==> src/logic/dsl_pkg.sv <==
// Shared constants, types and tone tables for the dual simplex link signaling.
package dsl_pkg;

	// Bit time is one sys_clk cycle; the line bit rate follows the clock.
	localparam int unsigned CLK_PERIOD_NS = 8;
	localparam int unsigned BIT_TIME_CLKS = 1;

	// Transmit data path depth, chosen to give 10 bit times lane-to-line.
	localparam int unsigned TX_PIPE_DEPTH = 9;
	localparam int unsigned TX_LAT_MIN_BT = 8;
	localparam int unsigned TX_LAT_MAX_BT = 12;

	// Receive decoding thresholds.
	localparam int unsigned CONFIRM_RUNS  = 2;
	localparam int unsigned PREAMBLE_RUNS = 6;
	localparam int unsigned RUN_W         = 6;

	// Transmit control state codes as seen on tx_control_state.
	localparam logic [2:0] TCS_OFF   = 3'h0;
	localparam logic [2:0] TCS_THREE = 3'h1;
	localparam logic [2:0] TCS_TWO   = 3'h2;
	localparam logic [2:0] TCS_FOUR  = 3'h3;
	localparam logic [2:0] TCS_ONE   = 3'h4;
	localparam logic [2:0] TCS_FIVE  = 3'h7;

	// Receive control state codes driven on rx_control_state.
	localparam logic [2:0] RCS_MODE  = 3'h0;
	localparam logic [2:0] RCS_THREE = 3'h1;
	localparam logic [2:0] RCS_TWO   = 3'h2;
	localparam logic [2:0] RCS_FOUR  = 3'h3;
	localparam logic [2:0] RCS_ONE   = 3'h4;
	localparam logic [2:0] RCS_DATA  = 3'h5;
	localparam logic [2:0] RCS_WARN  = 3'h7;

	// Tone index: 0..4 for tones one..five, NONE for no match.
	localparam logic [2:0] TONE_ONE  = 3'h0;
	localparam logic [2:0] TONE_TWO  = 3'h1;
	localparam logic [2:0] TONE_THR  = 3'h2;
	localparam logic [2:0] TONE_FOUR = 3'h3;
	localparam logic [2:0] TONE_FIVE = 3'h4;
	localparam logic [2:0] TONE_NONE = 3'h7;

	// Run length of each half pattern: first half, then second half.
	localparam logic [5:0] RUN_A [5] = '{6'h10, 6'h0e, 6'h0d, 6'h0b, 6'h0a};
	localparam logic [5:0] RUN_B [5] = '{6'h10, 6'h0f, 6'h0d, 6'h0c, 6'h0a};

	// Register map, byte addresses.
	localparam logic [7:0] ADDR_CTRL   = 8'h00;
	localparam logic [7:0] ADDR_STATUS = 8'h04;
	localparam logic [7:0] ADDR_RUN    = 8'h08;
	localparam int unsigned CTRL_FORCE_OFF = 0;
	localparam logic [31:0] CTRL_RESET     = 32'h0;

	// Transmitter sequencing states.
	typedef enum logic [1:0] {TX_OFF, TX_TONE, TX_DATA} dsl_tx_e;

	// APB request from the master.
	typedef struct packed {
		logic        psel;
		logic        penable;
		logic        pwrite;
		logic [7:0]  paddr;
		logic [31:0] pwdata;
	} dsl_apb_req_s;

endpackage

==> src/logic/dsl_pmd_signaling.sv <==
// Tone and data signaling for the dual simplex medium dependent sublayer.
`timescale 1ns/1ps

module dsl_pmd_signaling #(
	parameter int unsigned TX_DEPTH = dsl_pkg::TX_PIPE_DEPTH
) (
	input  wire logic                  sys_clk,
	input  wire logic                  reset,
	input  wire dsl_pkg::dsl_apb_req_s apbReq,
	output logic [31:0]                prdata,
	output logic                       pready,
	output logic                       pslverr,
	input  wire logic [3:0]            txLanes,
	input  wire logic                  txDataEnable,
	input  wire logic [2:0]            txControlState,
	output logic                       txLine,
	output logic                       txLineEnable,
	input  wire logic                  rxLine,
	input  wire logic                  rxDataEnable,
	output logic [2:0]                 rxControlState,
	output logic                       rxRecoveredClock
);
	import dsl_pkg::*;

	// The latency window only holds for a narrow range of depths.
	if (TX_DEPTH + 1 < TX_LAT_MIN_BT || TX_DEPTH + 1 > TX_LAT_MAX_BT) begin
		$error("TX_DEPTH outside the permitted latency window");
	end

	// Map a transmit control state to a tone index, NONE for off/reserved.
	function automatic logic [2:0] tcsTone(input logic [2:0] tcs);
		case (tcs)
			TCS_ONE:   tcsTone = TONE_ONE;
			TCS_TWO:   tcsTone = TONE_TWO;
			TCS_THREE: tcsTone = TONE_THR;
			TCS_FOUR:  tcsTone = TONE_FOUR;
			TCS_FIVE:  tcsTone = TONE_FIVE;
			default:   tcsTone = TONE_NONE;
		endcase
	endfunction

	// Classify a measured run length. In a steady tone the trailing run of
	// one half merges with the leading run of the next, so every inner run
	// is the sum of the two half run lengths.
	function automatic logic [2:0] runTone(input logic [5:0] len);
		case (len)
			6'(RUN_A[0] + RUN_B[0]): runTone = TONE_ONE;
			6'(RUN_A[1] + RUN_B[1]): runTone = TONE_TWO;
			6'(RUN_A[2] + RUN_B[2]): runTone = TONE_THR;
			6'(RUN_A[3] + RUN_B[3]): runTone = TONE_FOUR;
			6'(RUN_A[4] + RUN_B[4]): runTone = TONE_FIVE;
			default:                 runTone = TONE_NONE;
		endcase
	endfunction

	// Register and bus state.
	logic [31:0] ctrl_r;          // Software control; bit 0 forces off.
	logic [31:0] prdata_r;        // Registered read data.
	logic        pready_r;        // Registered ready, one wait state.
	logic        pslverr_r;       // Registered error for unmapped words.

	// Transmit state.
	dsl_tx_e     txState_r;       // Sequencer state.
	logic [2:0]  txTone_r;        // Tone being sent.
	logic        halfB_r;         // High while in a second half pattern.
	logic [5:0]  bitCnt_r;        // Bit position within the half.
	logic [1:0]  laneSel_r;       // Lane being serialised this bit.
	logic [TX_DEPTH-1:0] pipeBit_r;   // Data delay line.
	logic [TX_DEPTH-1:0] pipeVal_r;   // Enable carried with the data.
	logic        txLine_r;
	logic        txLineEnable_r;

	// Receive state.
	logic        rxPrev_r;        // Previous received bit.
	logic [5:0]  runLen_r;        // Length of the run in progress.
	logic [5:0]  lastRun_r;       // Last completed run, for software.
	logic [2:0]  candTone_r;      // Tone of the recent runs.
	logic [1:0]  candCnt_r;       // Consecutive runs agreeing on it.
	logic [2:0]  altCnt_r;        // Consecutive single-bit runs.
	logic        inData_r;        // Data on link has been reported.
	logic        clkActive_r;     // Recovered clock is being driven.
	logic [1:0]  clkDiv_r;        // Quarter-rate divider.
	logic [2:0]  rxCode_r;
	logic        rx_recovered_clock_r;

	// Combinational helpers.
	logic [5:0]  halfRun;
	logic        halfEnd;
	logic        toneBit;
	logic [2:0]  reqTone;
	logic        laneBit;
	logic        pipeBusy;
	logic        runDone;
	logic [2:0]  doneTone;
	logic        confirmNow;
	logic        preambleHit;
	logic        forceOff;

	assign forceOff = ctrl_r[CTRL_FORCE_OFF];
	assign reqTone  = tcsTone(txControlState);
	assign laneBit  = txLanes[laneSel_r];
	// The tail stage is left out, so the sequencer leaves data in the very
	// cycle the last packet bit is launched and no stale bit follows it.
	assign pipeBusy = txDataEnable | (|pipeVal_r[TX_DEPTH-2:0]);

	// Each half is a run of one level and an equal run of the other, so
	// every half on its own is balanced.
	always_comb begin
		halfRun = halfB_r ? RUN_B[txTone_r] : RUN_A[txTone_r];
		halfEnd = (txState_r == TX_TONE) &&
			(bitCnt_r == 6'((halfRun << 1) - 6'h1));
		// First halves lead with ones, second halves with zeros.
		toneBit = (bitCnt_r < halfRun) ? ~halfB_r : halfB_r;
	end

	// APB slave; one wait state so every answer comes from a flip-flop.
	always_ff @(posedge sys_clk) begin
		if (reset) begin
			pready_r  <= 1'b0;
			prdata_r  <= 32'h0;
			pslverr_r <= 1'b0;
		end else begin
			pready_r  <= apbReq.psel & apbReq.penable & ~pready_r;
			pslverr_r <= 1'b0;
			prdata_r  <= 32'h0;
			if (apbReq.psel && apbReq.penable && !pready_r) begin
				case (apbReq.paddr)
					ADDR_CTRL:   prdata_r <= ctrl_r;
					ADDR_STATUS: prdata_r <= {16'h0, clkActive_r, inData_r,
						rxCode_r, txTone_r, halfB_r, 3'h0,
						txState_r, txLineEnable_r, txLine_r};
					ADDR_RUN:    prdata_r <= {26'h0, lastRun_r};
					// Unmapped words answer with an error and zero data.
					default:     pslverr_r <= 1'b1;
				endcase
			end
		end
	end

	// Control register write, taken at the completing edge only.
	always_ff @(posedge sys_clk) begin
		if (reset) begin
			ctrl_r <= CTRL_RESET;
		end else if (apbReq.psel && apbReq.penable && pready_r &&
				apbReq.pwrite && apbReq.paddr == ADDR_CTRL) begin
			ctrl_r <= {31'h0, apbReq.pwdata[CTRL_FORCE_OFF]};
		end
	end

	// Lane multiplexer and data delay line; the enable travels with the
	// data so the tail tells exactly when the last packet bit goes out.
	always_ff @(posedge sys_clk) begin
		if (reset) begin
			laneSel_r <= 2'h0;
			pipeBit_r <= '0;
			pipeVal_r <= '0;
		end else begin
			laneSel_r <= laneSel_r + 2'h1;
			pipeBit_r <= {pipeBit_r[TX_DEPTH-2:0], laneBit};
			pipeVal_r <= {pipeVal_r[TX_DEPTH-2:0], txDataEnable};
		end
	end

	// Transmit sequencer: tones change only at the end of a half.
	// A tone-one half is 32 bits, so a request can wait longer than 20
	// bits in the worst case; of the shorter tones only tone five, at 20 bits a half, meets the bound.
	always_ff @(posedge sys_clk) begin
		if (reset) begin
			txState_r <= TX_OFF;
			txTone_r  <= TONE_ONE;
			halfB_r   <= 1'b0;
			bitCnt_r  <= 6'h0;
		end else begin
			case (txState_r)
				TX_OFF: begin
					bitCnt_r <= 6'h0;
					halfB_r  <= 1'b0;
					if (txDataEnable) begin
						txState_r <= TX_DATA;
					end else if (reqTone != TONE_NONE && !forceOff) begin
						txState_r <= TX_TONE;
						txTone_r  <= reqTone;
					end
				end
				TX_TONE: begin
					if (!halfEnd) begin
						bitCnt_r <= bitCnt_r + 6'h1;
					end else begin
						bitCnt_r <= 6'h0;
						if (txDataEnable) begin
							// Balanced point reached; data follows.
							txState_r <= TX_DATA;
						end else if (txControlState == TCS_OFF || forceOff) begin
							txState_r <= TX_OFF;
						end else if (reqTone != TONE_NONE &&
								reqTone != txTone_r) begin
							// Same half kind continues in the new tone.
							txTone_r <= reqTone;
						end else begin
							// Same tone or reserved code: alternate halves.
							halfB_r <= ~halfB_r;
						end
					end
				end
				TX_DATA: begin
					bitCnt_r <= 6'h0;
					halfB_r  <= 1'b0;
					// Control state is ignored until the packet drains.
					if (!pipeBusy) begin
						if (reqTone != TONE_NONE && !forceOff) begin
							txState_r <= TX_TONE;
							txTone_r  <= reqTone;
						end else begin
							txState_r <= TX_OFF;
						end
					end
				end
				default: txState_r <= TX_OFF;
			endcase
		end
	end

	// Line drivers; the line is high for a one and low for a zero.
	always_ff @(posedge sys_clk) begin
		if (reset) begin
			txLine_r       <= 1'b0;
			txLineEnable_r <= 1'b0;
		end else begin
			// Data bits not yet valid at the tail are dropped preamble.
			txLine_r <= (txState_r == TX_DATA) ?
				pipeBit_r[TX_DEPTH-1] : toneBit;
			txLineEnable_r <= (txState_r != TX_OFF);
		end
	end

	// Run-length measurement on the received line.
	assign runDone  = (rxLine != rxPrev_r);
	assign doneTone = runTone(runLen_r);
	// Two agreeing tone runs are needed; a single error cannot fake two.
	assign confirmNow = runDone && doneTone != TONE_NONE &&
		doneTone == candTone_r && candCnt_r >= 2'(CONFIRM_RUNS - 1);
	assign preambleHit = runDone && runLen_r == 6'h1 &&
		altCnt_r >= 3'(PREAMBLE_RUNS - 1);

	// Run counters and tone candidate tracking.
	always_ff @(posedge sys_clk) begin
		if (reset) begin
			rxPrev_r   <= 1'b0;
			runLen_r   <= 6'h1;
			lastRun_r  <= 6'h0;
			candTone_r <= TONE_NONE;
			candCnt_r  <= 2'h0;
			altCnt_r   <= 3'h0;
		end else begin
			rxPrev_r <= rxLine;
			if (!runDone) begin
				if (runLen_r != 6'h3f) begin
					runLen_r <= runLen_r + 6'h1;
				end
			end else begin
				runLen_r  <= 6'h1;
				lastRun_r <= runLen_r;
				if (doneTone == candTone_r) begin
					if (candCnt_r != 2'h3) begin
						candCnt_r <= candCnt_r + 2'h1;
					end
				end else begin
					candTone_r <= doneTone;
					candCnt_r  <= 2'h1;
				end
				if (runLen_r == 6'h1) begin
					if (altCnt_r != 3'h7) begin
						altCnt_r <= altCnt_r + 3'h1;
					end
				end else begin
					altCnt_r <= 3'h0;
				end
			end
		end
	end

	// Receive control state and data monitor.
	always_ff @(posedge sys_clk) begin
		if (reset) begin
			rxCode_r <= RCS_MODE;
			inData_r <= 1'b0;
		end else if (!rxDataEnable) begin
			inData_r <= 1'b0;
			if (inData_r) begin
				// End of a received packet reports a mode transition.
				rxCode_r <= RCS_MODE;
			end else if (confirmNow) begin
				// Tone five leaves the reported state unchanged.
				case (doneTone)
					TONE_ONE:  rxCode_r <= RCS_ONE;
					TONE_TWO:  rxCode_r <= RCS_TWO;
					TONE_THR:  rxCode_r <= RCS_THREE;
					TONE_FOUR: rxCode_r <= RCS_FOUR;
					default:   rxCode_r <= rxCode_r;
				endcase
			end
		end else if (!inData_r) begin
			if (preambleHit) begin
				inData_r <= 1'b1;
				rxCode_r <= RCS_DATA;
			end
		end else if (confirmNow && rxCode_r == RCS_DATA) begin
			rxCode_r <= RCS_MODE;
		end
	end

	// Quarter-rate recovered clock, from preamble until enable falls.
	always_ff @(posedge sys_clk) begin
		if (reset) begin
			clkActive_r <= 1'b0;
			clkDiv_r    <= 2'h0;
			rx_recovered_clock_r     <= 1'b0;
		end else begin
			if (!rxDataEnable) begin
				clkActive_r <= 1'b0;
			end else if (preambleHit) begin
				clkActive_r <= 1'b1;
			end
			clkDiv_r <= clkActive_r ? clkDiv_r + 2'h1 : 2'h0;
			rx_recovered_clock_r  <= clkActive_r & clkDiv_r[1];
		end
	end

	assign prdata           = prdata_r;
	assign pready           = pready_r;
	assign pslverr          = pslverr_r;
	assign txLine           = txLine_r;
	assign txLineEnable     = txLineEnable_r;
	assign rxControlState   = rxCode_r;
	assign rxRecoveredClock = rx_recovered_clock_r;
endmodule

==> config.mk <==
export PLATFORM = sky130hd
export DESIGN_NAME = dsl_pmd_signaling
export DESIGN_NICKNAME = d
export VERILOG_FILES = /design/src/logic/dsl_pkg.sv /design/src/logic/dsl_pmd_signaling.sv
export SDC_FILE = /design/constraint.sdc
export NUM_CORES = 1
export LEC_CHECK = 0
export ABC_AREA = 1
export BUFFER_PORTS_ARGS = -buffer_cell sky130_fd_sc_hd__buf_4
export CAP_MARGIN = 10
export CORE_MARGIN = 1.5
export CORE_UTILIZATION = 50
export DETAILED_ROUTE_END_ITERATION = 12
export MAX_ROUTING_LAYER = met4
export PLACE_DENSITY = 0.75
export SLEW_MARGIN = 20
export SYNTH_ARGS = -nofsm -noshare
export SYNTH_HDL_FRONTEND = slang
export SYNTH_SLANG_ARGS = --single-unit
==> constraint.sdc <==
create_clock -name sys_clk -period 2.78 [get_ports sys_clk]
set_clock_uncertainty 0.05 [all_clocks]
set_input_delay 0.278 -clock sys_clk [delete_from_list [all_inputs] [get_ports sys_clk]]
set_output_delay 0.278 -clock sys_clk [all_outputs]
set_load 0.01 [all_outputs]
# ---- Word-level counts from Yosys, hierarchy flattened
# Memories as Yosys holds them, arrays and structs flattened.
# Cells that the tools add are included.
dict set report totals {
  elab_cells 179
  mem_bits_ro 96
  latch_bits 0
  ff_bits 97
  inputBits 55
  n_memories 2
  ramBits 0
}
# name words width rd rd_ports_with_merged_regs write_ports line
set mem_list {}
lappend mem_list {{(no name shown)} 8 6 1 0 0 dsl_pmd_signaling.sv:109} ;# halfRun = halfB_r ? RUN_B[txTone_r] : RUN_A[txTone_r];
lappend mem_list {{(no name shown)} 8 6 1 0 0 dsl_pmd_signaling.sv:109}
dict set report op_classes {
  multipliers 0
  addsub 7
  muxes 49
  order_cmp 5
  shift 0
  n_eq_ne 41
  n_reduce_logical 40
  n_div 0
  bitwise 11
}
# operator count
set ops {}
lappend ops {{one-hot mux 16 bit (3 select lines)} 1}
lappend ops {{two-way mux 3 bit} 15}
lappend ops {{two-way mux 6 bit} 6}
lappend ops {{one-hot mux 3 bit (5 select lines)} 2}
lappend ops {{equality test 6 x 5 -> 1 bit (second input constant)} 4}
lappend ops {{two-way mux 2 bit} 8}
lappend ops {{logical AND 1 bit} 14}
lappend ops {{!= test 2 bit (second input constant)} 7}
lappend ops {{adder 6 x 1 -> 6 bit (second input constant)} 2}
lappend ops {{equality test 3 x 2 -> 1 bit (second input constant)} 4}
lappend ops {{!= test 3 bit (second input constant)} 4}
lappend ops {{one-hot mux 3 bit (4 select lines)} 1}
lappend ops {{one-hot mux 6 bit (2 select lines)} 1}
lappend ops {{two-way mux 1 bit} 11}
lappend ops {{OR reduction 2 bit} 5}
lappend ops {{equality test 3 bit (second input constant)} 3}
lappend ops {{one-hot mux 3 bit (3 select lines)} 1}
lappend ops {{equality test 8 x 3 -> 1 bit (second input constant)} 1}
lappend ops {{equality test 8 x 4 -> 1 bit (second input constant)} 1}
lappend ops {{logical NOT 8 bit} 1}
lappend ops {{AND reduction 4 bit} 2}
lappend ops {{OR reduction 8 bit} 1}
lappend ops {{AND reduction 7 bit} 1}
lappend ops {{adder 2 x 1 -> 2 bit (second input constant)} 3}
lappend ops {{37 further kinds} 54}

# ---- Longest topological paths before layout
dict set report depth {
  word_depth 10
  mapped_depth 17
  ltp_nobuf 17
}

# ---- Worst setup path before layout
# No wires, ideal clock.
dict set report synth_path {
  kind {flip-flop to flip-flop}
  start {reg txTone_r[0]}
  end {reg txTone_r[2]}
  t_required_ps 2617
  setup_slack_ps 397
  n_path_buf 0
  arrival_ps 2220
  period_less_slack_ps 2383
  stages_incl_launch_ff 17
  path_cell_list {dfxtp_1 > inv_1 > ha_1 > inv_1 > o22ai_2 > inv_2 > ha_1 > a21oi_1 > o221ai_1 > nor2_1 > nand3b_1 > nand2_2 > nand2_4 > nor2_4 > nand2_1 > nand2_1 > nor2_1}
}
dict set report synth_between {
  elab_chain_len 10
  elab_cells_between_ends 16
}
# item line
set synth_lines {}
lappend synth_lines {{start, declared} dsl_pmd_signaling.sv:64} ;# logic [2:0] txTone_r;
lappend synth_lines {{start signal, assigned} dsl_pmd_signaling.sv:182} ;# txTone_r <= reqTone;
lappend synth_lines {{start signal, assigned} dsl_pmd_signaling.sv:198} ;# txTone_r <= reqTone;
lappend synth_lines {{start signal, assigned} dsl_pmd_signaling.sv:212} ;# txTone_r <= reqTone;
lappend synth_lines {{NOT 3 -> 4 bit (implied by the code)} dsl_pmd_signaling.sv:109}
lappend synth_lines {{memory (8 x 6 bit)} --}
lappend synth_lines {{two-way mux 6 bit (implied by the code) (2 in series)} dsl_pmd_signaling.sv:109}
lappend synth_lines {{two-way mux 6 bit} dsl_pmd_signaling.sv:109}
lappend synth_lines {{subtractor 6 x 1 -> 6 bit} dsl_pmd_signaling.sv:111} ;# (bitCnt_r == 6'((halfRun << 1) - 6'h1));
lappend synth_lines {{equality test 6 bit} dsl_pmd_signaling.sv:111}
lappend synth_lines {{logical AND 1 bit} dsl_pmd_signaling.sv:110} ;# halfEnd = (txState_r == TX_TONE) &&
lappend synth_lines {{!= test 2 bit (no line)} --}
lappend synth_lines {{AND reduction 7 bit (no line) (*)} --}
# Every way passes the cells marked *; elsewhere a longest branch is shown, timed or not. The select of a mux whose other input is x is not followed.
# A chain may end at the register's enable or synchronous reset.

# ---- Final worst setup path
dict set report layout_path {
  start {reg txTone_r[0]}
  end {reg txState_r[0]}
}
dict set report layout_between {
  elab_chain_len 10
  elab_cells_between_ends 13
}
# item line
set layout_lines {}
lappend layout_lines {{NOT 3 -> 4 bit (implied by the code) (*)} dsl_pmd_signaling.sv:109}
lappend layout_lines {{memory (8 x 6 bit)} --}
lappend layout_lines {{two-way mux 6 bit (implied by the code) (2 in series)} dsl_pmd_signaling.sv:109}
lappend layout_lines {{two-way mux 6 bit (*)} dsl_pmd_signaling.sv:109}
lappend layout_lines {{subtractor 6 x 1 -> 6 bit (*)} dsl_pmd_signaling.sv:111}
lappend layout_lines {{equality test 6 bit (*)} dsl_pmd_signaling.sv:111}
lappend layout_lines {{logical AND 1 bit (*)} dsl_pmd_signaling.sv:110}
lappend layout_lines {{!= test 2 bit (no line) (*)} --}
lappend layout_lines {{AND reduction 4 bit (no line) (*)} --}
lappend layout_lines {{end signal, assigned} dsl_pmd_signaling.sv:169} ;# txState_r <= TX_OFF;
lappend layout_lines {{end signal, assigned} dsl_pmd_signaling.sv:179} ;# txState_r <= TX_DATA;
lappend layout_lines {{end signal, assigned} dsl_pmd_signaling.sv:181} ;# txState_r <= TX_TONE;
lappend layout_lines {{end, declared} dsl_pmd_signaling.sv:63} ;# dsl_tx_e txState_r;
# Marks and branches as above.

==> run summary <==
WHS: 103 ps
CTS Hold Bufs: 0
Area growth syn-to-layout: 14.0%
Syn Inst Count: 552
hold path endpoint: rxPrev_r$_SDFF_PP0_
Clock transition at path regs: 80 ps
Max Clock Freq: 384 MHz
fill count: 676
initial antenna violation count: 0
reg2reg start: txTone_r[0]$_SDFFE_PP0P_
WL final: 8.43 mm
insertion delay to the later sink of the worst-skew pair: 350 ps
hold path depth: 3
vias in the first global route: 3,358
Ports: 95
Multi-input gate area: 0.00195 mm2
Antenna Nets Post-Route: 0
register area share after synthesis: 39.7%
wire length per cell: 11.9 um
Num CTS Buffers: 9
CTS tree: built
CP Class: reg -> reg
Diodes inserted: 0
worst slew pin tran: 621 ps
Initial Utilization: 51.9%
crit path time final: 2610 ps
first drt pass iteration count: 5
register area: 0.00161 mm2
reg2reg end: txState_r[0]$_SDFFE_PP0P_
via/cell ratio: 4.94
reg2reg path depth: 15
GRT Total Usage: 21.3%
1st-iter DRT viols: 113
clk root buf: clkbuf_8
CP endpoint kind: flip-flop
#FFs+latches synth: 80
Max Cap Viol: 0
core footprint: 0.00777 mm2
nets: 674
die height: 92.8 um
syn avg cell area: 7.30 um2
final setup fails: 0
row cnt: 32
Reg2Reg Setup Slack: 170 ps
Util after Layout: 59.2%
RD Place Congestion: 0.863
largest net degree at the start of global routing: 36
die width: 92.8 um
clock sinks: 80
clock buffer depth: 2
Die ar.: 0.00861 mm2
Post-Syn Area: 0.00403 mm2
port bufs: 46
WP data required: 2990 ps
Distinct cells, synth: 45
global-route wire length before repair: 14.2 mm
share of cells above drive strength 1: 16.4%
DRC Markers: 0
hold path start: rxLine
CTS HTree Levels: 3
GRT overflow: 0
Synth warnings: 0
Tcrit/Tclk final: 93.8%
Top FF cell, synth: dfxtp_1
maximum VDD drop: 0.220 mV
Max-slew headroom: 58.1%
Leak: 2.13 nW
Post-DP HPWL: 6.30 mm
status: completed
startpoint types: flip-flop
CP max FO: 7
DR vias: 3,495
worst path arrival time: 2820 ps
final hold violations: 0
Power Density: 628 mW/mm2
Post-synth ARST share: 0%
EDFF count, synth: 0
Hold WC Path Type: in -> reg
max-slew violations: 0
-- cell usage after synthesis, types with 2 or more instances --
cell,number,area [um2]
nand3b_1,3,22.5
nand3_2,5,50.1
nand2_2,6,37.5
a31oi_1,5,31.3
nor2_2,3,18.8
nor4_1,2,12.5
ha_1,18,225
nand2_1,90,338
nor2_4,3,33.8
nand3_1,25,125
o211ai_1,2,15.0
o21ai_0,22,110
nor2_1,66,248
nor3_1,19,95.1
inv_2,10,37.5
dfxtp_1,80,1600
or2_2,2,12.5
nand4_1,11,68.8
xnor2_1,3,26.3
or2_1,2,12.5
buf_4,18,135
inv_1,91,342
o31ai_1,2,15.0
a21oi_1,26,130
clkbuf_1,7,26.3
xor2_1,8,70.1
a22oi_1,2,15.0
o22ai_1,4,25.0
-- through the flow --
step | setup slack (ps) | cells | total power [mW] | cell area, um2 | setup TNS (ps)
after floorplan | 397 | 568 | 1.93 | 4090 | 0
after global placement | 190 | 690 | 2.07 | 4400 | 0
after detailed placement | 86.6 | 690 | 2.11 | 4400 | 0
after CTS | 70.8 | 706 | 2.88 | 4570 | 0
after global routing | -1.76 | 707 | 3.08 | 4600 | -1.76
final | 173 | 707 | 2.89 | 4600 | 0
-- sequential cells by signal, indices dropped and copies added, names as in the netlist, 2 cells and up --
register	flops
candTone_r	3
runLen_r	6
txState_r	2
altCnt_r	3
pipeBit_r	9
candCnt_r	2
prdata	15
pipeVal_r	8
lastRun_r	6
bitCnt_r	6
txTone_r	3
laneSel_r	2
rxControlState	3
clkDiv_r	2
-- worst max-delay path, cell delays in order, from the launching register on --
cell,delay (ps)
dfxtp_4,360
inv_1,80
ha_1,310
inv_1,70
o22ai_4,180
inv_2,60
ha_1,330
a21oi_2,150
o221ai_1,110
nor2_1,110
nand3b_1,120
nand2_2,160
nand2_4,80
inv_2,60
nand3_1,70
a21oi_1,220
-- where the power goes --
| part | internal, mW | switching [mW] |
|---|---|---|
| logic | 0.313 | 0.508 |
| registers | 1.22 | 0.0744 |
| clock network | 0.351 | 0.417 |
| total | 1.89 | 0.999 |
-- how the worst max path moves through the flow --
stage                                  start                        end  slack (ps)  depth (start not counted)
finish              txTone_r[0]$_SDFFE_PP0P_  txState_r[0]$_SDFFE_PP0P_         170                         15
global route        txTone_r[0]$_SDFFE_PP0P_   txTone_r[2]$_SDFFE_PP0P_          -2                         16
CTS                 txTone_r[0]$_SDFFE_PP0P_   txTone_r[0]$_SDFFE_PP0P_          70                         16
detailed placement  txTone_r[0]$_SDFFE_PP0P_   txTone_r[0]$_SDFFE_PP0P_          90                         16
global placement    txTone_r[0]$_SDFFE_PP0P_   txTone_r[0]$_SDFFE_PP0P_         190                         16
floorplan           txTone_r[0]$_SDFFE_PP0P_   txTone_r[2]$_SDFFE_PP0P_         400                         16
-- cell type report --
cell class	count	area share [%]
inverters	102	8.33
clock buffers	12	3.16
repair buffers	47	7.68
well taps	102	2.78
flip-flops and latches	80	34.9
clock inverters	4	0.653
multi-input cells	360	42.5
-- layer usage --
metal  track usage [%]  share of wire, %  wire, um
met5                 -                 0         0
met4              8.59               2.2       182
met3              4.76               3.7       310
met2              38.0                51      4270
met1              22.8                44      3670
-- cell usage in the layout (no fill, tap or decap), types with 2 or more instances in the layout --
master / instances
inv_1: 90
nand2_1: 90
dfxtp_1: 78
nor2_1: 66
buf_4: 47
nand3_1: 25
a21oi_1: 25
o21ai_0: 22
nor3_1: 19
ha_1: 18
conb_1: 17
inv_2: 11
nand4_1: 11
clkbuf_8: 10
xor2_1: 8
nand2_2: 6
a31oi_1: 5
nand3_2: 5
o22ai_1: 4
nor2_2: 3
xnor2_1: 3
nand3b_1: 3
nor2_4: 3
or2_1: 2
nor4_1: 2
or2_2: 2
o211ai_1: 2
o31ai_1: 2
a22oi_1: 2
clkbuf_1: 2
clkinv_4: 2
-- logic make-up (layout without fill, tap and decap cells) --
family,count (synthesis),after routing,share of synthesized area (%)
AOI/OAI and AO/OA,73,73,10.6
xor gates and xnor gates,11,11,2.39
adders and majority gates,19,19,6.08
buffers and inverters,128,165,13.6
DFF,80,80,39.7
other,1,17,0.0930
and+or+nand+nor,240,240,27.5
-- timing repair --
| item | 4_1_cts | 5_1_grt |
|---|---|---|
| resized for setup | 0 | 6 |
| buffers inserted | 0 | 1 |
| endpoints found under the setup margin | 0 | 6 |
Note: power is estimated with default switching activity, not from simulation.
